<file path="src/bms_exec_regs.vh">
// Register map, opcodes, flag positions and phase lengths of the block-move/search engine.
`ifndef BMS_EXEC_REGS_VH
`define BMS_EXEC_REGS_VH

// ----------------------------------------------------------------------------
// Register byte addresses
// ----------------------------------------------------------------------------
`define BMS_REG_CTRL 8'h00
`define BMS_REG_SRC 8'h04
`define BMS_REG_TGT 8'h08
`define BMS_REG_CNT 8'h0C
`define BMS_REG_ACCF 8'h10
`define BMS_REG_PC 8'h14
`define BMS_REG_STATUS 8'h18

// ----------------------------------------------------------------------------
// Control register fields
// ----------------------------------------------------------------------------
`define BMS_CTRL_OP_LO 0
`define BMS_CTRL_PFX_LO 8
`define BMS_CTRL_START 16

// ----------------------------------------------------------------------------
// Status register fields
// ----------------------------------------------------------------------------
`define BMS_ST_BUSY 0
`define BMS_ST_BAD_OP 1
`define BMS_ST_INT_TAKEN 2
`define BMS_ST_TLAST_LO 8

// ----------------------------------------------------------------------------
// Opcodes
// ----------------------------------------------------------------------------
`define BMS_OP_PREFIX 8'hED
`define BMS_OP_MOVE_DOWN_SINGLE 8'hA8
`define BMS_OP_MOVE_DOWN_REPEAT 8'hB8
`define BMS_OP_SEARCH_UP_SINGLE 8'hA1
`define BMS_OP_SEARCH_UP_REPEAT 8'hB1
`define BMS_OP_SEARCH_DOWN_SINGLE 8'hA9
`define BMS_OP_SEARCH_DOWN_REPEAT 8'hB9

// ----------------------------------------------------------------------------
// Flag bit positions
// ----------------------------------------------------------------------------
`define BMS_FLAG_NEG 7
`define BMS_FLAG_EQ 6
`define BMS_FLAG_NIB 4
`define BMS_FLAG_PV 2
`define BMS_FLAG_SUB 1
`define BMS_FLAG_CY 0

// ----------------------------------------------------------------------------
// Last clock-state count of each phase, refresh ticks and step constants (memory wait cycles add no clock state)
// ----------------------------------------------------------------------------
`define BMS_T_FETCH 3'h7
`define BMS_T_READ 3'h2
`define BMS_T_EXEC 3'h4
`define BMS_T_RPT 3'h4
`define BMS_RFSH_A 3'h1
`define BMS_RFSH_B 3'h3
`define BMS_PC_STEP 16'h0002
`define BMS_ONE16 16'h0001
`define BMS_ONE5 5'h01

`endif

</file>
<file path="src/bms_fifo.v">
// Parameterised synchronous FIFO with valid/ready on both sides.
`timescale 1ns/10ps
`default_nettype none

module bms_fifo #(
    parameter WIDTH = 8,
    parameter DEPTH = 8,
    parameter AW = 3
) (
    input wire ref_clk,
    input wire rst_n,
    input wire in_valid,
    output wire in_ready,
    input wire [WIDTH-1:0] in_data,
    output wire out_valid,
    input wire out_ready,
    output wire [WIDTH-1:0] out_data
);

    reg [WIDTH-1:0] mem_q [0:DEPTH-1];
    reg [AW:0] wr_ptr_q;
    reg [AW:0] rd_ptr_q;
    wire full;
    wire empty;
    wire push;
    wire pop;

    // The extra pointer bit separates full from empty without a counter.
    assign empty = (wr_ptr_q == rd_ptr_q);
    assign full = (wr_ptr_q[AW-1:0] == rd_ptr_q[AW-1:0]) && (wr_ptr_q[AW] != rd_ptr_q[AW]);
    assign in_ready = !full;
    assign out_valid = !empty;
    assign push = in_valid && !full;
    assign pop = out_ready && !empty;
    assign out_data = mem_q[rd_ptr_q[AW-1:0]];

    always @(posedge ref_clk) begin
        if (push) begin
            mem_q[wr_ptr_q[AW-1:0]] <= in_data;
        end
    end

    always @(posedge ref_clk) begin
        if (!rst_n) begin
            wr_ptr_q <= {(AW+1){1'b0}};
            rd_ptr_q <= {(AW+1){1'b0}};
        end else begin
            if (push) begin
                wr_ptr_q <= wr_ptr_q + {{AW{1'b0}}, 1'b1};
            end
            if (pop) begin
                rd_ptr_q <= rd_ptr_q + {{AW{1'b0}}, 1'b1};
            end
        end
    end

endmodule
`default_nettype wire

</file>
<file path="src/bms_block_exec.v">
// Execution engine for the decrementing block moves and the block searches.
//
// Local design decisions: the register offsets and the Avalon-MM register port.
`timescale 1ns/10ps
`default_nettype none
`include "bms_exec_regs.vh"

// Function
// - ED A8 copies source byte to target, decrements all three pairs, 16 states.
// - Single move keeps S, Z, C; clears H, N; PV set when counter nonzero.
// - ED B8 repeats the move, rewinding PC by two while counter nonzero.
// - Repeats accept interrupts between iterations and run two refresh cycles.
// - A repeat move started with a zero counter runs through 64 Kbytes.
// - Repeat move termination clears H, PV and N; keeps S and Z.
// - ED A1 compares accumulator with source byte, source up, counter down.
// - Compare sets S from sign, Z on match, H on nibble borrow, N; keeps C.
// - Compare sets PV when decremented counter is nonzero, clears it otherwise.
// - Compare leaves accumulator and memory alone; only pointer, counter, flags and PC change.
// - ED B1 repeats the upward compare until match or zero counter.
// - ED A9 compares with source byte, decrementing source and counter, 16 states.
// - ED B9 repeats the downward compare until match or zero counter.
// - A repeat compare started with zero counter searches 64 Kbytes if unmatched.
module bms_block_exec (
    input wire ref_clk,
    input wire rst_n,
    input wire [7:0] avs_address,
    input wire avs_read,
    input wire avs_write,
    input wire [31:0] avs_writedata,
    input wire [3:0] avs_byteenable,
    output reg [31:0] avs_readdata,
    output reg avs_waitrequest,
    output reg [15:0] mem_addr_q,
    output reg mem_rd_q,
    output reg mem_wr_q,
    output reg [7:0] mem_wdata_q,
    input wire [7:0] mem_rdata,
    input wire mem_ack,
    input wire irq_pin,
    output reg irq_ack_q,
    output reg rfsh_q
);

    // ------------------------------------------------------------------------
    // States
    // ------------------------------------------------------------------------
    localparam [2:0] ST_IDLE = 3'h0;
    localparam [2:0] ST_FETCH = 3'h1;
    localparam [2:0] ST_READ = 3'h2;
    localparam [2:0] ST_EXEC = 3'h3;
    localparam [2:0] ST_RPT = 3'h4;

    reg irq_meta_q;
    reg irq_sync_q;
    reg [15:0] src_q;
    reg [15:0] tgt_q;
    reg [15:0] cnt_q;
    reg [15:0] pc_q;
    reg [7:0] acc_q;
    reg [7:0] flags_q;
    reg [7:0] op_q;
    reg bad_op_q;
    reg int_taken_q;
    reg [4:0] tacc_q;
    reg [4:0] tlast_q;
    reg [2:0] state_q;
    reg [2:0] tcnt_q;
    reg rd_done_q;
    reg wr_done_q;
    reg [7:0] byte_q;
    reg [31:0] rdata_d;

    wire busy;
    wire req;
    wire wr_fire;
    wire fifo_in_ready;
    wire fifo_out_valid;
    wire fifo_pop;
    wire [7:0] fifo_out;
    wire is_move;
    wire is_repeat;
    wire is_up;
    wire op_ok;
    wire start;
    wire [15:0] cnt_dec;
    wire cnt_nz;
    wire match;
    wire [8:0] diff;
    wire nib_borrow;
    wire rpt_go;
    wire exec_end;
    wire [15:0] wr_lo;

    assign busy = (state_q != ST_IDLE);
    assign req = avs_read || avs_write;
    assign wr_fire = avs_write && !avs_waitrequest;
    assign wr_lo = avs_writedata[15:0];

    // ------------------------------------------------------------------------
    // Opcode decode
    // ------------------------------------------------------------------------
    assign is_move = (op_q == `BMS_OP_MOVE_DOWN_SINGLE) || (op_q == `BMS_OP_MOVE_DOWN_REPEAT);
    assign is_repeat = (op_q == `BMS_OP_MOVE_DOWN_REPEAT) ||
                       (op_q == `BMS_OP_SEARCH_UP_REPEAT) ||
                       (op_q == `BMS_OP_SEARCH_DOWN_REPEAT);
    assign is_up = (op_q == `BMS_OP_SEARCH_UP_SINGLE) || (op_q == `BMS_OP_SEARCH_UP_REPEAT);

    function op_valid;
        input [7:0] op;
        begin
            op_valid = (op == `BMS_OP_MOVE_DOWN_SINGLE) || (op == `BMS_OP_MOVE_DOWN_REPEAT) ||
                       (op == `BMS_OP_SEARCH_UP_SINGLE) || (op == `BMS_OP_SEARCH_UP_REPEAT) ||
                       (op == `BMS_OP_SEARCH_DOWN_SINGLE) ||
                       (op == `BMS_OP_SEARCH_DOWN_REPEAT);
        end
    endfunction

    assign op_ok = (avs_writedata[`BMS_CTRL_PFX_LO+7:`BMS_CTRL_PFX_LO] == `BMS_OP_PREFIX) &&
                   op_valid(avs_writedata[`BMS_CTRL_OP_LO+7:`BMS_CTRL_OP_LO]);
    assign start = wr_fire && (avs_address == `BMS_REG_CTRL) && !busy &&
                   avs_writedata[`BMS_CTRL_START] && avs_byteenable[2];

    // ------------------------------------------------------------------------
    // Step arithmetic
    // ------------------------------------------------------------------------
    assign cnt_dec = cnt_q - `BMS_ONE16;
    assign cnt_nz = (cnt_dec != 16'h0000);
    assign match = (acc_q == byte_q);
    assign diff = {1'b0, acc_q} - {1'b0, byte_q};
    assign nib_borrow = (acc_q[3:0] < byte_q[3:0]);
    // A zero counter decrements to FFFF, so a zero start runs the full 64 Kbytes.
    assign rpt_go = is_repeat && cnt_nz && (is_move || !match);
    assign exec_end = (state_q == ST_EXEC) && (tcnt_q == `BMS_T_EXEC) && (!is_move || wr_done_q);

    // ------------------------------------------------------------------------
    // Read data buffer
    // ------------------------------------------------------------------------
    assign fifo_pop = (state_q == ST_EXEC) && (tcnt_q == 3'h0) && fifo_out_valid;

    bms_fifo #(
        .WIDTH(8),
        .DEPTH(8),
        .AW(3)
    ) u_fifo (
        .ref_clk(ref_clk),
        .rst_n(rst_n),
        .in_valid(mem_rd_q && mem_ack),
        .in_ready(fifo_in_ready),
        .in_data(mem_rdata),
        .out_valid(fifo_out_valid),
        .out_ready(fifo_pop),
        .out_data(fifo_out)
    );

    // ------------------------------------------------------------------------
    // Avalon-MM slave
    // ------------------------------------------------------------------------
    function [15:0] merge16;
        input [15:0] old;
        input [15:0] nw;
        input [1:0] be;
        begin
            merge16 = {be[1] ? nw[15:8] : old[15:8], be[0] ? nw[7:0] : old[7:0]};
        end
    endfunction

    always @* begin
        rdata_d = 32'h00000000;
        case (avs_address)
            `BMS_REG_CTRL: rdata_d = {24'h000000, op_q};
            `BMS_REG_SRC: rdata_d = {16'h0000, src_q};
            `BMS_REG_TGT: rdata_d = {16'h0000, tgt_q};
            `BMS_REG_CNT: rdata_d = {16'h0000, cnt_q};
            `BMS_REG_ACCF: rdata_d = {16'h0000, flags_q, acc_q};
            `BMS_REG_PC: rdata_d = {16'h0000, pc_q};
            `BMS_REG_STATUS: rdata_d = {19'h00000, tlast_q, 5'h00, int_taken_q, bad_op_q, busy};
            default: rdata_d = 32'h00000000;
        endcase
    end

    // Every access sees one wait cycle, so the answer comes from registers.
    always @(posedge ref_clk) begin
        if (!rst_n) begin
            avs_waitrequest <= 1'b1;
            avs_readdata <= 32'h00000000;
        end else begin
            avs_waitrequest <= !(req && avs_waitrequest);
            if (avs_read && avs_waitrequest) begin
                avs_readdata <= rdata_d;
            end
        end
    end

    // ------------------------------------------------------------------------
    // Interrupt pin synchroniser
    // ------------------------------------------------------------------------
    always @(posedge ref_clk) begin
        if (!rst_n) begin
            irq_meta_q <= 1'b0;
            irq_sync_q <= 1'b0;
        end else begin
            irq_meta_q <= irq_pin;
            irq_sync_q <= irq_meta_q;
        end
    end

    // ------------------------------------------------------------------------
    // Sequencer and register file
    // ------------------------------------------------------------------------
    always @(posedge ref_clk) begin
        if (!rst_n) begin
            state_q <= ST_IDLE;
            tcnt_q <= 3'h0;
            tacc_q <= 5'h00;
            tlast_q <= 5'h00;
            src_q <= 16'h0000;
            tgt_q <= 16'h0000;
            cnt_q <= 16'h0000;
            pc_q <= 16'h0000;
            acc_q <= 8'h00;
            flags_q <= 8'h00;
            op_q <= 8'h00;
            bad_op_q <= 1'b0;
            int_taken_q <= 1'b0;
            rd_done_q <= 1'b0;
            wr_done_q <= 1'b0;
            byte_q <= 8'h00;
            mem_addr_q <= 16'h0000;
            mem_rd_q <= 1'b0;
            mem_wr_q <= 1'b0;
            mem_wdata_q <= 8'h00;
            irq_ack_q <= 1'b0;
            rfsh_q <= 1'b0;
        end else begin
            irq_ack_q <= 1'b0;
            rfsh_q <= 1'b0;
            // Software clears sticky status by writing ones; a same-cycle set wins below.
            if (wr_fire && avs_address == `BMS_REG_STATUS && avs_byteenable[0]) begin
                if (avs_writedata[`BMS_ST_BAD_OP]) begin
                    bad_op_q <= 1'b0;
                end
                if (avs_writedata[`BMS_ST_INT_TAKEN]) begin
                    int_taken_q <= 1'b0;
                end
            end
            // The register file is only writable while the engine is idle.
            if (wr_fire && !busy) begin
                case (avs_address)
                    `BMS_REG_SRC: src_q <= merge16(src_q, wr_lo, avs_byteenable[1:0]);
                    `BMS_REG_TGT: tgt_q <= merge16(tgt_q, wr_lo, avs_byteenable[1:0]);
                    `BMS_REG_CNT: cnt_q <= merge16(cnt_q, wr_lo, avs_byteenable[1:0]);
                    `BMS_REG_PC: pc_q <= merge16(pc_q, wr_lo, avs_byteenable[1:0]);
                    `BMS_REG_ACCF: begin
                        if (avs_byteenable[0]) begin
                            acc_q <= avs_writedata[7:0];
                        end
                        if (avs_byteenable[1]) begin
                            flags_q <= avs_writedata[15:8];
                        end
                    end
                    default: begin
                    end
                endcase
            end
            if (mem_rd_q && mem_ack) begin
                mem_rd_q <= 1'b0;
                rd_done_q <= 1'b1;
            end
            if (mem_wr_q && mem_ack) begin
                mem_wr_q <= 1'b0;
                wr_done_q <= 1'b1;
            end
            case (state_q)
                ST_IDLE: begin
                    if (start) begin
                        if (op_ok) begin
                            op_q <= avs_writedata[`BMS_CTRL_OP_LO+7:`BMS_CTRL_OP_LO];
                            state_q <= ST_FETCH;
                            tcnt_q <= 3'h0;
                            tacc_q <= 5'h00;
                        end else begin
                            bad_op_q <= 1'b1;
                        end
                    end
                end
                ST_FETCH: begin
                    tacc_q <= tacc_q + `BMS_ONE5;
                    if (tcnt_q == `BMS_T_FETCH) begin
                        pc_q <= pc_q + `BMS_PC_STEP;
                        state_q <= ST_READ;
                        tcnt_q <= 3'h0;
                        rd_done_q <= 1'b0;
                    end else begin
                        tcnt_q <= tcnt_q + 3'h1;
                    end
                end
                ST_READ: begin
                    // No read is launched while the buffer is full, so data is never dropped.
                    if (tcnt_q == 3'h0 && !mem_rd_q && !rd_done_q && fifo_in_ready) begin
                        mem_rd_q <= 1'b1;
                        mem_addr_q <= src_q;
                    end
                    if (tcnt_q != `BMS_T_READ) begin
                        if (tcnt_q != 3'h0 || mem_rd_q || rd_done_q) begin
                            tcnt_q <= tcnt_q + 3'h1;
                            tacc_q <= tacc_q + `BMS_ONE5;
                        end
                    end else if (rd_done_q || (mem_rd_q && mem_ack)) begin
                        tacc_q <= tacc_q + `BMS_ONE5;
                        state_q <= ST_EXEC;
                        tcnt_q <= 3'h0;
                        wr_done_q <= 1'b0;
                    end
                end
                ST_EXEC: begin
                    if (tcnt_q == 3'h0) begin
                        if (fifo_out_valid) begin
                            byte_q <= fifo_out;
                            tcnt_q <= 3'h1;
                            tacc_q <= tacc_q + `BMS_ONE5;
                        end
                    end else if (tcnt_q != `BMS_T_EXEC) begin
                        if (tcnt_q == 3'h1 && is_move) begin
                            mem_wr_q <= 1'b1;
                            mem_addr_q <= tgt_q;
                            mem_wdata_q <= byte_q;
                        end
                        tcnt_q <= tcnt_q + 3'h1;
                        tacc_q <= tacc_q + `BMS_ONE5;
                    end else if (exec_end) begin
                        cnt_q <= cnt_dec;
                        if (is_move) begin
                            src_q <= src_q - `BMS_ONE16;
                            tgt_q <= tgt_q - `BMS_ONE16;
                            flags_q[`BMS_FLAG_NIB] <= 1'b0;
                            flags_q[`BMS_FLAG_SUB] <= 1'b0;
                            flags_q[`BMS_FLAG_PV] <= cnt_nz;
                        end else begin
                            // Accumulator and memory stay untouched on a search.
                            if (is_up) begin
                                src_q <= src_q + `BMS_ONE16;
                            end else begin
                                src_q <= src_q - `BMS_ONE16;
                            end
                            flags_q[`BMS_FLAG_NEG] <= diff[7];
                            flags_q[`BMS_FLAG_EQ] <= match;
                            flags_q[`BMS_FLAG_NIB] <= nib_borrow;
                            flags_q[`BMS_FLAG_SUB] <= 1'b1;
                            flags_q[`BMS_FLAG_PV] <= cnt_nz;
                        end
                        tacc_q <= tacc_q + `BMS_ONE5;
                        tcnt_q <= 3'h0;
                        if (rpt_go) begin
                            pc_q <= pc_q - `BMS_PC_STEP;
                            state_q <= ST_RPT;
                        end else begin
                            tlast_q <= tacc_q + `BMS_ONE5;
                            state_q <= ST_IDLE;
                        end
                    end
                end
                ST_RPT: begin
                    if (tcnt_q == `BMS_RFSH_A || tcnt_q == `BMS_RFSH_B) begin
                        rfsh_q <= 1'b1;
                    end
                    if (tcnt_q == `BMS_T_RPT) begin
                        tlast_q <= tacc_q + `BMS_ONE5;
                        tacc_q <= 5'h00;
                        tcnt_q <= 3'h0;
                        // PC already points back at the instruction, so a taken
                        // interrupt returns to it and the loop resumes on restart.
                        if (irq_sync_q) begin
                            irq_ack_q <= 1'b1;
                            int_taken_q <= 1'b1;
                            state_q <= ST_IDLE;
                        end else begin
                            state_q <= ST_FETCH;
                        end
                    end else begin
                        tcnt_q <= tcnt_q + 3'h1;
                        tacc_q <= tacc_q + `BMS_ONE5;
                    end
                end
                default: begin
                    state_q <= ST_IDLE;
                    tcnt_q <= 3'h0;
                end
            endcase
        end
    end

endmodule
`default_nettype wire

</file>
<file path="config.mk">
export PLATFORM = sky130hd
export DESIGN_NAME = bms_block_exec
export DESIGN_NICKNAME = d
export VERILOG_FILES = /design/src/bms_fifo.v /design/src/bms_block_exec.v
export VERILOG_INCLUDE_DIRS = /design/src
export SDC_FILE = /design/constraint.sdc
export NUM_CORES = 1
export LEC_CHECK = 0
export ABC_AREA = 1
export BUFFER_PORTS_ARGS = -buffer_cell sky130_fd_sc_hd__buf_2
export CORE_MARGIN = 5
export CORE_UTILIZATION = 50
export CTS_BUF_LIST = sky130_fd_sc_hd__clkbuf_4 sky130_fd_sc_hd__clkbuf_8 sky130_fd_sc_hd__clkbuf_16
export CTS_CLUSTER_DIAMETER = 50
export DETAILED_ROUTE_END_ITERATION = 10
export PLACE_DENSITY = 0.69
export SYNTH_ARGS = -nofsm -noshare
export SYNTH_HDL_FRONTEND = slang
export SYNTH_SLANG_ARGS = --single-unit
</file>
<file path="constraint.sdc">
create_clock -name ref_clk -period 5.14 [get_ports ref_clk]
set_clock_uncertainty 0.2 [all_clocks]
set_input_delay 1.028 -clock ref_clk [delete_from_list [all_inputs] [get_ports ref_clk]]
set_output_delay 1.028 -clock ref_clk [all_outputs]
set_load 0.1 [all_outputs]
</file>
; Word level (Yosys, flattened, before mapping)
; Memories as Yosys holds them, arrays and structs flattened. A register that Yosys moved wholly into a read port is not among the register bits.
; Cells that the tools add are included.
[op_classes]
mux = 131
mul = 0
shifts = 0
div_mod_pow = 0
order_cmp = 1
bitwise = 2
eq_ne = 49
addsub = 11
reduce_logical = 73
[op_table]
columns = op, n
row1 = $mux W16, 32
row2 = $pmux W16 S7, 1
row3 = $eq A8 B8 Y1 const B, 12
row4 = $mux W8, 11
row5 = $mux W5, 15
row6 = $pmux W16 S2, 2
row7 = $mux W3, 21
row8 = $sub A16 B1 Y16 const B, 3
row9 = $mux W1, 36
row10 = $pmux W3 S5, 2
row11 = $logic_and A1 B1 Y1, 26
row12 = $pmux W5 S5, 1
row13 = $eq A8 B5 Y1 const B, 3
row14 = $ne A2 B2 Y1 const B, 11
row15 = $mux W2, 9
row16 = $add A16 B1 Y16 const B, 1
row17 = $add A16 B2 Y16 const B, 1
row18 = $eq A8 B4 Y1 const B, 2
row19 = $logic_or A1 B1 Y1, 16
row20 = $reduce_bool A16 Y1, 1
row21 = $sub A16 B2 Y16 const B, 1
row22 = $reduce_and A3 Y1, 5
row23 = $ne A3 B3 Y1 const B, 4
row24 = $reduce_and A6 Y1, 2
row25 = other kinds (29), 49
[word_totals]
latch_bits = 0
in_bits = 58
out_inout_bits = 61
word_cells = 296
ff_bits = 179
rom_bits = 0
n_memories = 1
mem_bits_rw = 64
[mem_list]
columns = name, depth, width, read_ports, rd_ports_with_merged_regs, write_ports, line
row1 = u_fifo.mem_q, 8, 8, 1, 1, 1, bms_fifo.v:20  ; reg [WIDTH-1:0] mem_q [0:DEPTH-1];

; Logic depth before layout (Yosys ltp)
; Gate-level depths: netlist of the first run.
[logic_depth]
ltp_word = 10
depth_mapped = 17

; By module
; A second synthesis of the first run with hierarchy kept.
[unflattened]
cells_unflattened = 1815
hier_area_um2 = 13359.1
[by_module_without_submodules]
columns = module, instances, area_each_um2, cells_per_inst
row1 = bms_block_exec, 1, 10194.8, 1519
row2 = bms_fifo, 1, 3164.3, 296

; Worst setup path before layout of the first run
; No wires, ideal clock.
[synth_path]
kind = input to register
start = input avs_address[1]
end = register tacc_q[2]
n_path_buf = 0
required_ns = 4.808
arrival_ns = 2.309
stages = 12
setup_ns = 0.132
setup_slack_ns = 2.499
cell_sequence = nor2_2 > nand2_1 > nor2_1 > nand2_1 > nor3_1 > nand2_1 > nand2_2 > nand2_4 > a21oi_2 > inv_2 > nand2_1 > a21oi_1
[synth_via]
elab_chain_cells = 7
[synth_lines]
columns = item, line
row1 = from (decl), bms_block_exec.v:26  ; input wire [7:0] avs_address,
row2 = $logic_not A8 Y1, --
row3 = $logic_and A1 B1 Y1 (4 in a row), bms_block_exec.v:120  ; assign start = wr_fire && (avs_address == `BMS_REG_CTRL) && !busy &&
row4 = $ne A2 B2 Y1 (no source line), --
row5 = $reduce_and A7 Y1 (no source line), --
row6 = to (signal assigned), bms_block_exec.v:287  ; tacc_q <= tacc_q + `BMS_ONE5;
row7 = to (signal assigned), bms_block_exec.v:306  ; tacc_q <= tacc_q + `BMS_ONE5;
row8 = to (signal assigned), bms_block_exec.v:309  ; tacc_q <= tacc_q + `BMS_ONE5;
row9 = to (decl), bms_block_exec.v:64  ; reg [4:0] tacc_q;
; No other way between the ends.
; A chain may end at the register's enable or synchronous reset.

; Worst setup path after layout of the first run
[layout_path]
start = register state_q[0]
end = register tgt_q[11]
[layout_via]
elab_chain_cells = 9
word_cells_on_any_way = 12
cone_classes = eq/ne: 1 / mux: 6 / reduce/logical: 5
[layout_lines]
columns = item, line
row1 = from (decl), bms_block_exec.v:66  ; reg [2:0] state_q;
row2 = from (signal assigned), bms_block_exec.v:212  ; state_q <= ST_IDLE;
row3 = from (signal assigned), bms_block_exec.v:278  ; state_q <= ST_FETCH;
row4 = from (signal assigned), bms_block_exec.v:290  ; state_q <= ST_READ;
row5 = $reduce_bool A3 Y1, bms_block_exec.v:94  ; assign busy = (state_q != ST_IDLE);
row6 = $logic_not A1 Y1, bms_block_exec.v:247  ; if (wr_fire && !busy) begin
row7 = $logic_and A1 B1 Y1, bms_block_exec.v:247
row8 = $mux W16, bms_block_exec.v:247
row9 = $mux W16, bms_block_exec.v:332  ; if (is_move) begin
row10 = $mux W16, bms_block_exec.v:330  ; end else if (exec_end) begin
row11 = $mux W16, bms_block_exec.v:322  ; end else if (tcnt_q != `BMS_T_EXEC) begin
row12 = $mux W16, bms_block_exec.v:316  ; if (tcnt_q == 3'h0) begin
row13 = $mux W16 *, bms_block_exec.v:273  ; case (state_q)
row14 = to (signal assigned), bms_block_exec.v:250  ; `BMS_REG_TGT: tgt_q <= merge16(tgt_q, wr_lo, avs_byteenable[1:0]);
row15 = to (signal assigned), bms_block_exec.v:334  ; tgt_q <= tgt_q - `BMS_ONE16;
row16 = to (decl), bms_block_exec.v:56  ; reg [15:0] tgt_q;
; Every way passes the cells marked *; elsewhere a longest branch is shown, timed or not.

==> results of run 1 <==
-- worst paths after layout --
| check | from | end | slack, ns | cells past startpoint |
|---|---|---|---|---|
| worst max-delay path | state_q[0] | tgt_q[11] | 1.49 | 11 |
| worst min-delay path | irq_meta_q | irq_sync_q | 0.22 | 2 |
| worst max register to register | state_q[0] | tgt_q[11] | 1.49 | 11 |
| worst min register to register | irq_meta_q | irq_sync_q | 0.22 | 2 |
-- synthesized netlist by cell type (15+ instances only) --
master and number:
a31oi_1 33, nor2_2 19, nand2_1 342, o21ai_0 178
a221oi_1 15, buf_2 23, o22ai_1 50, nor3_1 24
ha_1 23, clkbuf_1 44, buf_4 20, inv_1 182
nor2_1 172, nand2_2 18, inv_2 19, xor2_1 37
dfxtp_1 171, nand4_1 32, nand3_1 68, edfxtp_1 64
a21oi_1 128
-- area by class of cell --
cell class | count | share of cell area, %
flip-flops and latches | 235 | 35.8
inverters | 204 | 5.13
multi-input cells | 1286 | 45.7
clock buffers | 34 | 5.38
well taps | 335 | 2.81
clock inverters | 21 | 1.64
diodes | 1 | 0.0167
repair buffers | 100 | 3.58
-- critical path, cell delays in order, from the launching register on --
cell and delay (ns):
dfxtp_1 0.39, inv_1 0.09, nor2_4 0.37, nand2_2 0.45
nor2_2 0.26, nand2_2 0.06, buf_4 0.26, inv_2 0.39
nand2_2 0.34, inv_2 0.33, a21oi_1 0.08, a221oi_1 0.27
-- sequential cells by signal (all words and copies together) (netlist names), 8 cells and up --
signal	count
u_fifo.mem_q	64
avs_readdata	16
cnt_q	16
mem_addr_q	16
pc_q	16
src_q	16
tgt_q	16
acc_q	8
byte_q	8
flags_q	8
mem_wdata_q	8
op_q	8
-- metal layers --
metal  up-vias  global-route usage, %  routed length, um
met1      5998                   35.6              17900
met5         -                      0                  0
met2       538                   43.9              19100
met3       126                   3.69               3090
li1       6228                      -                  -
met4         0                   11.2               1960
-- cell families (layout without fill, tap and decap cells) --
| kind of cell | count (synthesis) | count (layout) | synth area share [%] |
|---|---|---|---|
| AO/OA/AOI/OAI | 481 | 481 | 20.9 |
| XOR/XNOR | 47 | 47 | 3.19 |
| adder cells (fa/ha/maj) | 23 | 23 | 2.15 |
| buffers and inverters | 297 | 359 | 9.37 |
| flip-flops | 235 | 235 | 40.0 |
| other | 1 | 17 | 0.0281 |
| AND/OR/NAND/NOR | 719 | 719 | 24.4 |
-- where the power goes --
part / switching [mW] / total (mW) / leakage (nW) / internal, mW
combinational: 0.390 / 0.511 / 3.69 / 0.121
sequential: 0.0219 / 1.94 / 1.95 / 1.92
clock: 0.882 / 2.18 / 0.530 / 1.30
total: 1.29 / 4.64 / 6.17 / 3.34
-- through the flow --
stage	std cells	area, um^2	worst slack [ns]
after floorplan	1818	13400	2.50
after global placement	2160	13900	1.56
after detailed placement	2160	13900	1.53
after CTS	2215	14900	1.54
after global routing	2215	14900	1.28
final	2216	14900	1.49
==> impl_metrics.csv, run 1 <==
group,metric,value,unit
outcome,outcome,"finished clean",
setup_path,criticalPathCategory,"reg -> reg",
sta,period_share,71.1,%
logic_synthesis,syn_avg_cell_area,7.41,um^2
floorplan,initial_core_util,51.0,%
routing,initialDrtViolationCount,1268,
floorplan,num_io_pins,119,
finish,utilization,57.0,%
power,p_leak,6.17,nW
logic_synthesis,yosysWarnings,0,
routing,viasPerCell,5.82,
routing,totalWireLength,42100,um
sta,finalSetupTns,0,ns
clocking,numCtsBuffers,30,
power,power_density,310,nW/um^2
logic_synthesis,synth_cells,1803,
place,dp_hpwl,30600,um
clocking,htree_levels,1,
floorplan,num_rows,59,
routing,drc,0,
routing,drtAntennaViolNets,0,
logic_synthesis,synthFlopType,"dfxtp_1",
logic_synthesis,netlist_area,13400,um^2
finish,regArea,5350,um^2
place,place.gp.congestion,0.948,
logic_synthesis,synth_edf_count,64,
setup_path,cp.required,5.41,ns
setup_path,cp-end-kind,"flop",
grt,track_usage,26.8,%
place,io_buffers,86,
sta,hold_viol,0,
finish,final_nets,1938,
logic_synthesis,synth.distinct_cells,57,
routing,first_pass_iters,5,
routing,vias,12890,
logic_synthesis,ys_seq_area_share,40.0,%
finish,multi_input_area,6820,um^2
clocking,cts.clk_slew.worst_paths,0.06,ns
power,ir_worst_vdd,0.000291,V
clocking,clock_tree.buffer_depth,3,
floorplan,die_x,173,um
clocking,cts_tree,"done",
sta,maxSlewViolCount,0,
finish,fill_cells,2482,
sta,finalCriticalPeriod,3.65,ns
worst_hold_path,min-delay-path-class,"reg -> reg",
finish,drive_gt1_share,13.7,%
routing,drt-wirelength-per-cell,19.0,um
clocking,clockRootBuffer,"clkbuf_16",
setup_path,worst-path-max-fanout,39,
sta,grt_setup_unrepaired,"no",
logic_synthesis,ys_seq_elements,235,
power,power,4.64,mW
sta,timing.hold.ws,0.218,ns
sta,fmax,274,MHz
sta,relSlewSlack,22.2,%
clocking,clk_latency,0.58,ns
logic_synthesis,synth.top_cell.area_share,25.6,%
clocking,postCtsSetupBuffers,0,
finish,final_common_cell,"nand2_1",
job,max_cap_violations,0,
grt,grt_max_degree,68,
finish,final_cell_mix,"nand2_1 (342), inv_1 (183), o21ai_0 (178)",
grt,antenna_found_initial,0,
floorplan,dieArea,30100,um^2
clocking,hold_buffers,0,
sta,setup_viol,0,
grt,grt_pass1_vias,12113,
grt,globalRouteOverflowTotal,0,
floorplan,die_h,173,um
sta,worst_slew_pin_slew,1.17,ns
setup_path,arrival,3.92,ns
finish,syn_to_final_growth,11.8,%
logic_synthesis,async_flop_share,0,%
setup_path,start_kind,"flop",
logic_synthesis,synth.area.top_cells,"dfxtp_1 (26%), edfxtp_1 (14%), nand2_1 (9.6%)",
clocking,cts_sinks,235,
clocking,ctsResizeCount,0,
logic_synthesis,synth_top_area_cell,"dfxtp_1",
floorplan,core-area,26200,um^2
grt,grt_pass1_wl,65700,um
Power figures use the tool's default switching activity.
==> run 2, diff against run 1 <==
--- a/config.mk
+++ b/config.mk
@@ -6,7 +6,7 @@
 export SDC_FILE = /design/constraint.sdc
 export NUM_CORES = 1
 export LEC_CHECK = 0
-export ABC_AREA = 1
+export ABC_AREA = 0
 export BUFFER_PORTS_ARGS = -buffer_cell sky130_fd_sc_hd__buf_2
 export CORE_MARGIN = 5
 export CORE_UTILIZATION = 50
==> constraint.sdc (replaced) <==
create_clock -name ref_clk -period 3.7 [get_ports ref_clk]
set_clock_uncertainty 0.2 [all_clocks]
set_input_delay 0.74 -clock ref_clk [delete_from_list [all_inputs] [get_ports ref_clk]]
set_output_delay 0.74 -clock ref_clk [all_outputs]
set_load 0.1 [all_outputs]
==> impl_metrics.csv, run 2 <==
group,metric,value,unit
outcome,outcome,"finished clean",
floorplan,num_rows,58,
routing,drc,0,
floorplan,dieArea,28800,um^2
power,ir_worst_vdd,0.000395,V
setup_path,r2r_slack,0.38,ns
clocking,cts.clk_slew.worst_paths,0.06,ns
setup_path,cp-end-kind,"flop",
power,p_switching,1.77,mW
setup_path,worstReg2RegStart,"cnt_q[1]",
floorplan,die_x,170,um
floorplan,core-area,25200,um^2
place,place.gp.congestion,0.995,
clocking,numCtsBuffers,31,
logic_synthesis,ys_seq_area_share,41.9,%
sta,relSlewSlack,43.3,%
floorplan,initial_core_util,50.6,%
floorplan,die_h,170,um
setup_path,r2r_end,"tlast_q[1]",
logic_synthesis,async_flop_share,0,%
clocking,ctsResizeCount,0,
routing,totalWireLength,41600,um
power,comb_power_share,10.7,%
power,pwr-share-clk,47.2,%
clocking,postCtsSetupBuffers,0,
routing,initialDrtViolationCount,1424,
place,dp_hpwl,29600,um
sta,period_share,89.7,%
setup_path,arrival,3.57,ns
routing,first_pass_iters,6,
sta,fmax,301,MHz
logic_synthesis,synth.top_cell.area_share,26.8,%
logic_synthesis,netlist_area,12700,um^2
setup_path,criticalPathCategory,"reg -> reg",
routing,drtAntennaViolNets,0,
grt,grt_max_degree,63,
logic_synthesis,synth_edf_count,64,
job,max_cap_violations,0,
setup_path,start_kind,"flop",
power,p_leak,5.27,nW
sta,hold_viol,0,
clocking,cts_tree,"done",
sta,worst_slack,0.380,ns
clocking,htree_levels,1,
worst_hold_path,min-delay-path-class,"in -> reg",
finish,final_nets,1578,
logic_synthesis,yosysWarnings,0,
clocking,clockRootBuffer,"clkbuf_16",
finish,syn_to_final_growth,14.8,%
sta,finalCriticalPeriod,3.32,ns
logic_synthesis,syn_avg_cell_area,8.90,um^2
logic_synthesis,synthFlopType,"dfxtp_1",
clocking,clk_latency,0.57,ns
logic_synthesis,synth.area.top_cells,"dfxtp_1 (27%), edfxtp_1 (15%), nor2_1 (5.5%)",
grt,grt_pass1_vias,10888,
clocking,clock_tree.buffer_depth,3,
power,pwr-share-seq,42.1,%
setup_path,cp-startpoint,"cnt_q[1]",
sta,finalSetupTns,0,ns
finish,final_common_cell,"nor2_1",
grt,globalRouteOverflowTotal,0,
power,power_density,443,nW/um^2
routing,drt-wirelength-per-cell,22.5,um
grt,grt_pass1_wl,64000,um
routing,viasPerCell,6.33,
logic_synthesis,synth_cells,1432,
place,dpl_cell_area,13600,um^2
logic_synthesis,synth.distinct_cells,83,
finish,drive_gt1_share,16.3,%
setup_path,worst-path-max-fanout,7,
grt,track_usage,28.1,%
setup_path,cp.required,3.95,ns
place,place_ws,0.0682,ns
sta,worst_slew_pin_slew,0.847,ns
sta,maxSlewViolCount,0,
sta,setup_viol,0,
logic_synthesis,netlist_top_cells_count,"nor2_1 (188), dfxtp_1 (171), nand2_1 (148), clkbuf_1 (94), a21oi_1 (80)",
floorplan,num_io_pins,119,
finish,num_antenna_cells,0,
power,p_sw_share,27.3,%
finish,largest_reg_flops,64,
routing,vias,11730,
finish,final_cell_mix,"nor2_1 (188), dfxtp_1 (171), nand2_1 (148)",
power,p_int,4.71,mW
sta,grt_setup_unrepaired,"no",
place,io_buffers,86,
grt,antenna_found_initial,1,
setup_path,reg2reg_depth,9,
finish,final_cell_area,14600,um^2
setup_path,critPathCapture,"tlast_q[1]",
clocking,hold_buffers,0,
logic_synthesis,synth_top_area_cell,"dfxtp_1",
logic_synthesis,ys_seq_elements,235,
logic_synthesis,yosysMostFrequentCell,"nor2_1",
clocking,cts_sinks,235,
[run 2: cell count changes in the layout (fill, tap and decap cells not counted), sizes merged, moves of 27 or more]
cell,previous run,this run
a21oi,139,80
and3,1,28
buf,100,144
inv,210,36
mux2i,0,62
nand2,364,149
nand3,81,41
o21ai,186,56
o22ai,50,4
[run 2: logic make-up after synthesis]
group	Yosys count	share of synthesized area (%)
and+or+nand+nor	573	22.0
AOI/OAI and AO/OA	331	18.4
DFF	235	41.9
buffers and inverters	155	5.16
muxes	83	8.14
xor gates and xnor gates	31	2.13
adders and majority gates	23	2.26
other	1	0.0294
[run 2: worst min-delay path by stage]
stage | slack [ns] | startpoint | cells after the start | end
6_report | 0.20 | irq_pin | 2 | irq_meta_q
5_1_grt | 0.21 | irq_pin | 2 | irq_meta_q
4_1_cts | 0.19 | irq_pin | 2 | irq_meta_q
3_5_place_dp | 0.23 | irq_meta_q | 1 | irq_sync_q
3_3_place_gp | 0.23 | irq_meta_q | 1 | irq_sync_q
2_1_floorplan | 0.21 | irq_meta_q | 1 | irq_sync_q
[run 2: power by group through the flow]
stage	sequential [mW]	combinational, mW	clock, mW
after global placement	2.78	0.667	0
after detailed placement	2.79	0.676	0
after CTS	2.73	0.679	3.09
after floorplan	2.84	0.432	0
after global routing	2.73	0.739	3.22
final	2.73	0.691	3.06
[run 2: metrics by stage]
| stage | instances | hold WS (ns) | utilization [%] | power, mW |
|---|---|---|---|---|
| after global placement | 1794 | 0.226 | 53.9 | 3.45 |
| after detailed placement | 1794 | 0.225 | 53.9 | 3.46 |
| final | 1852 | 0.200 | 58.1 | 6.48 |
| after CTS | 1852 | 0.191 | 58.1 | 6.50 |
| after floorplan | 1447 | 0.212 | - | 3.27 |
| after global routing | 1852 | 0.206 | 58.1 | 6.69 |
[run 2: layer usage]
| layer | GRT usage, % | vias up | wire length (um) |
|---|---|---|---|
| met5 | 0 | - | 11 |
| met4 | 12.7 | 2 | 2290 |
| met3 | 4.19 | 132 | 3300 |
| met2 | 44.2 | 572 | 18500 |
| met1 | 38.5 | 5624 | 17500 |
| li1 | - | 5400 | - |
[run 2: area by class of cell]
| type | instances | area (um^2) |
|---|---|---|
| fillers | 2268 | 10500 |
| inverters | 28 | 108 |
| flip-flops and latches | 235 | 5350 |
| clock buffers | 37 | 840 |
| repair buffers | 144 | 891 |
| clock inverters | 21 | 226 |
| multi-input cells | 1057 | 6820 |
| well taps | 330 | 413 |
[run 2: critical path, stage by stage, from the launching register on]
cell and delay [ns]:
dfxtp_1 0.36, inv_1 0.12, ha_1 0.26, nor4b_1 0.56, nand3_1 0.24, xor2_1 0.33
nand4_1 0.33, a31oi_2 0.51, mux2i_1 0.24, nor2_1 0.05
==> run 3, diff against run 2 <==
--- a/config.mk
+++ b/config.mk
@@ -14,6 +14,7 @@
 export CTS_CLUSTER_DIAMETER = 50
 export DETAILED_ROUTE_END_ITERATION = 10
 export PLACE_DENSITY = 0.69
+export REMOVE_ABC_BUFFERS = 1
 export SYNTH_ARGS = -nofsm -noshare
 export SYNTH_HDL_FRONTEND = slang
 export SYNTH_SLANG_ARGS = --single-unit
==> constraint.sdc (replaced) <==
create_clock -name ref_clk -period 3.7 [get_ports ref_clk]
set_clock_uncertainty 0.2 [all_clocks]
set_input_delay 0 -clock ref_clk [delete_from_list [all_inputs] [get_ports ref_clk]]
set_output_delay 0 -clock ref_clk [all_outputs]
set_load 0.1 [all_outputs]
==> impl_metrics.csv, run 3 (synthesis results as in run 2) <==
group,metric,value,unit
sta,timing.hold.ws,0.0180,ns
floorplan,core-area,25200,um^2
finish,syn_to_final_growth,17.2,%
power,p_sw_share,26.8,%
setup_path,cp-end-kind,"flop",
clocking,htree_levels,1,
setup_path,criticalPathCategory,"in -> reg",
finish,final_nets,1608,
power,comb_power_share,11.0,%
place,io_buffers,86,
clocking,clock_tree.buffer_depth,3,
routing,vias,11662,
sta,period_share,97.3,%
clocking,clk_latency,0.56,ns
worst_hold_path,min_from,"avs_address[5]",
job,max_cap_violations,0,
finish,final_cell_mix,"nor2_1 (188), dfxtp_1 (171), nand2_1 (147)",
outcome,outcome,"finished clean",
setup_path,cp_cell_sequence,"dlygate4sd3_1 > buf_2 > or4_4 > dlygate4sd3_1 > nor2_1 > nand2_2 > nor2_1 > nand2_1 > dlygate4sd3_1 > a32oi_1 > dlygate4sd3_1 > nor2_1",
grt,grt_pass1_vias,11162,
floorplan,die_h,170,um
place,place_ws,0.455,ns
clocking,cts.clk_slew.worst_paths,0.06,ns
routing,totalWireLength,40500,um
power,pwr-share-seq,42.1,%
routing,drt-wirelength-per-cell,21.5,um
clocking,cts_sinks,235,
place,place.gp.congestion,0.973,
sta,worst_slack,0.0997,ns
finish,final_common_cell,"nor2_1",
finish,largest_reg_flops,64,
clocking,cts_tree,"done",
place,dp_hpwl,28000,um
routing,drtAntennaViolNets,0,
sta,setup_viol,0,
power,power_density,434,nW/um^2
grt,globalRouteOverflowTotal,0,
setup_path,critical_path.top_delay_family,"buffers and inverters",
sta,relSlewSlack,44.0,%
power,p_leak,5.38,nW
setup_path,cpPeakStageDelay,0.64,ns
routing,drc,0,
clocking,numCtsBuffers,30,
sta,worst_slew_pin_slew,0.840,ns
setup_path,start_kind,"input pin",
clocking,clockRootBuffer,"clkbuf_16",
finish,fill_cells,2228,
setup_path,critPathBufInv,5,
place,dpl_cell_area,13500,um^2
sta,finalCriticalPeriod,3.60,ns
setup_path,cp.required,3.93,ns
power,p_int,4.75,mW
sta,maxSlewViolCount,0,
finish,final_cell_area,14900,um^2
sta,hold_viol,0,
clocking,postCtsSetupBuffers,0,
worst_hold_path,min-delay-path-class,"in -> reg",
grt,grt_max_degree,60,
power,p_switching,1.74,mW
finish,num_antenna_cells,0,
setup_path,slowest_stage,"dlygate4sd3_1",
power,pwr-share-clk,46.9,%
setup_path,arrival,3.83,ns
floorplan,num_rows,58,
floorplan,num_io_pins,119,
floorplan,initial_core_util,50.6,%
setup_path,worst-path-max-fanout,7,
grt,antenna_found_initial,2,
setup_path,path_common_cell,"dlygate4sd3_1",
finish,instances_no_fill,1880,
grt,grt_pass1_wl,63000,um
finish,drive_gt1_share,15.2,%
setup_path,worstReg2RegStart,"state_q[0]",
setup_path,cp-startpoint,"avs_address[7]",
place,placed_cells,1782,
routing,viasPerCell,6.20,
sta,grt_setup_unrepaired,"no",
grt,track_usage,27.7,%
floorplan,dieArea,28800,um^2
routing,first_pass_iters,8,
routing,initialDrtViolationCount,1358,
floorplan,die_x,170,um
power,ir_worst_vdd,0.000502,V
sta,fmax,278,MHz
run 3: through the flow:
stage	power (mW)	setup TNS, ns	utilization [%]
6_report	6.49	0	59.3
5_1_grt	6.69	0	59.3
4_1_cts	6.50	0	59.3
3_5_place_dp	3.45	0	53.4
3_3_place_gp	3.44	0	53.4
2_1_floorplan	3.23	-2.66	-
run 3: metal layers:
metal | track usage, % | routed length, um
met1 | 35.8 | 16400
met4 | 12.6 | 2250
met3 | 5.73 | 3480
met2 | 44.7 | 18400
met5 | 0 | 27
run 3: repair_timing:
action / CTS / global route
gates resized for setup: 0 / 1
endpoints found under the hold margin: 182 / 0
hold buffers: 43 / 0
endpoints found under the setup margin: 0 / 1
run 3: path summary, 6_finish.rpt:
| check | to | slack [ns] | cells after the start |
|---|---|---|---|
| max reg2reg | op_q[0] | 0.26 | 7 |
| min reg2reg | irq_sync_q | 0.23 | 1 |
| max | bad_op_q | 0.1 | 12 |
| min | cnt_q[7] | 0.02 | 6 |
run 3: power groups by stage:
stage	Sequential, mW	Clock, mW	Combinational (mW)
CTS	2.73	3.07	0.699
detailed placement	2.78	0	0.666
global placement	2.78	0	0.658
finish	2.73	3.04	0.712
global route	2.74	3.19	0.765
floorplan	2.85	0	0.377
run 3: area by class of cell:
cell class | count | area [um^2] | share of cell area, %
multi-input cells | 1057 | 6820 | 45.6
flip-flops and latches | 235 | 5350 | 35.8
repair buffers | 175 | 1210 | 8.07
clock buffers | 37 | 822 | 5.50
well taps | 330 | 413 | 2.76
clock inverters | 18 | 228 | 1.52
inverters | 28 | 108 | 0.720
run 3: worst min-delay path, cell delays in order:
cell and delay, ns:
buf_2 0.07, or4_4 0.18, nor4_2 0.11, nand2_1 0.15, nand3_1 0.10, a21oi_1 0.11
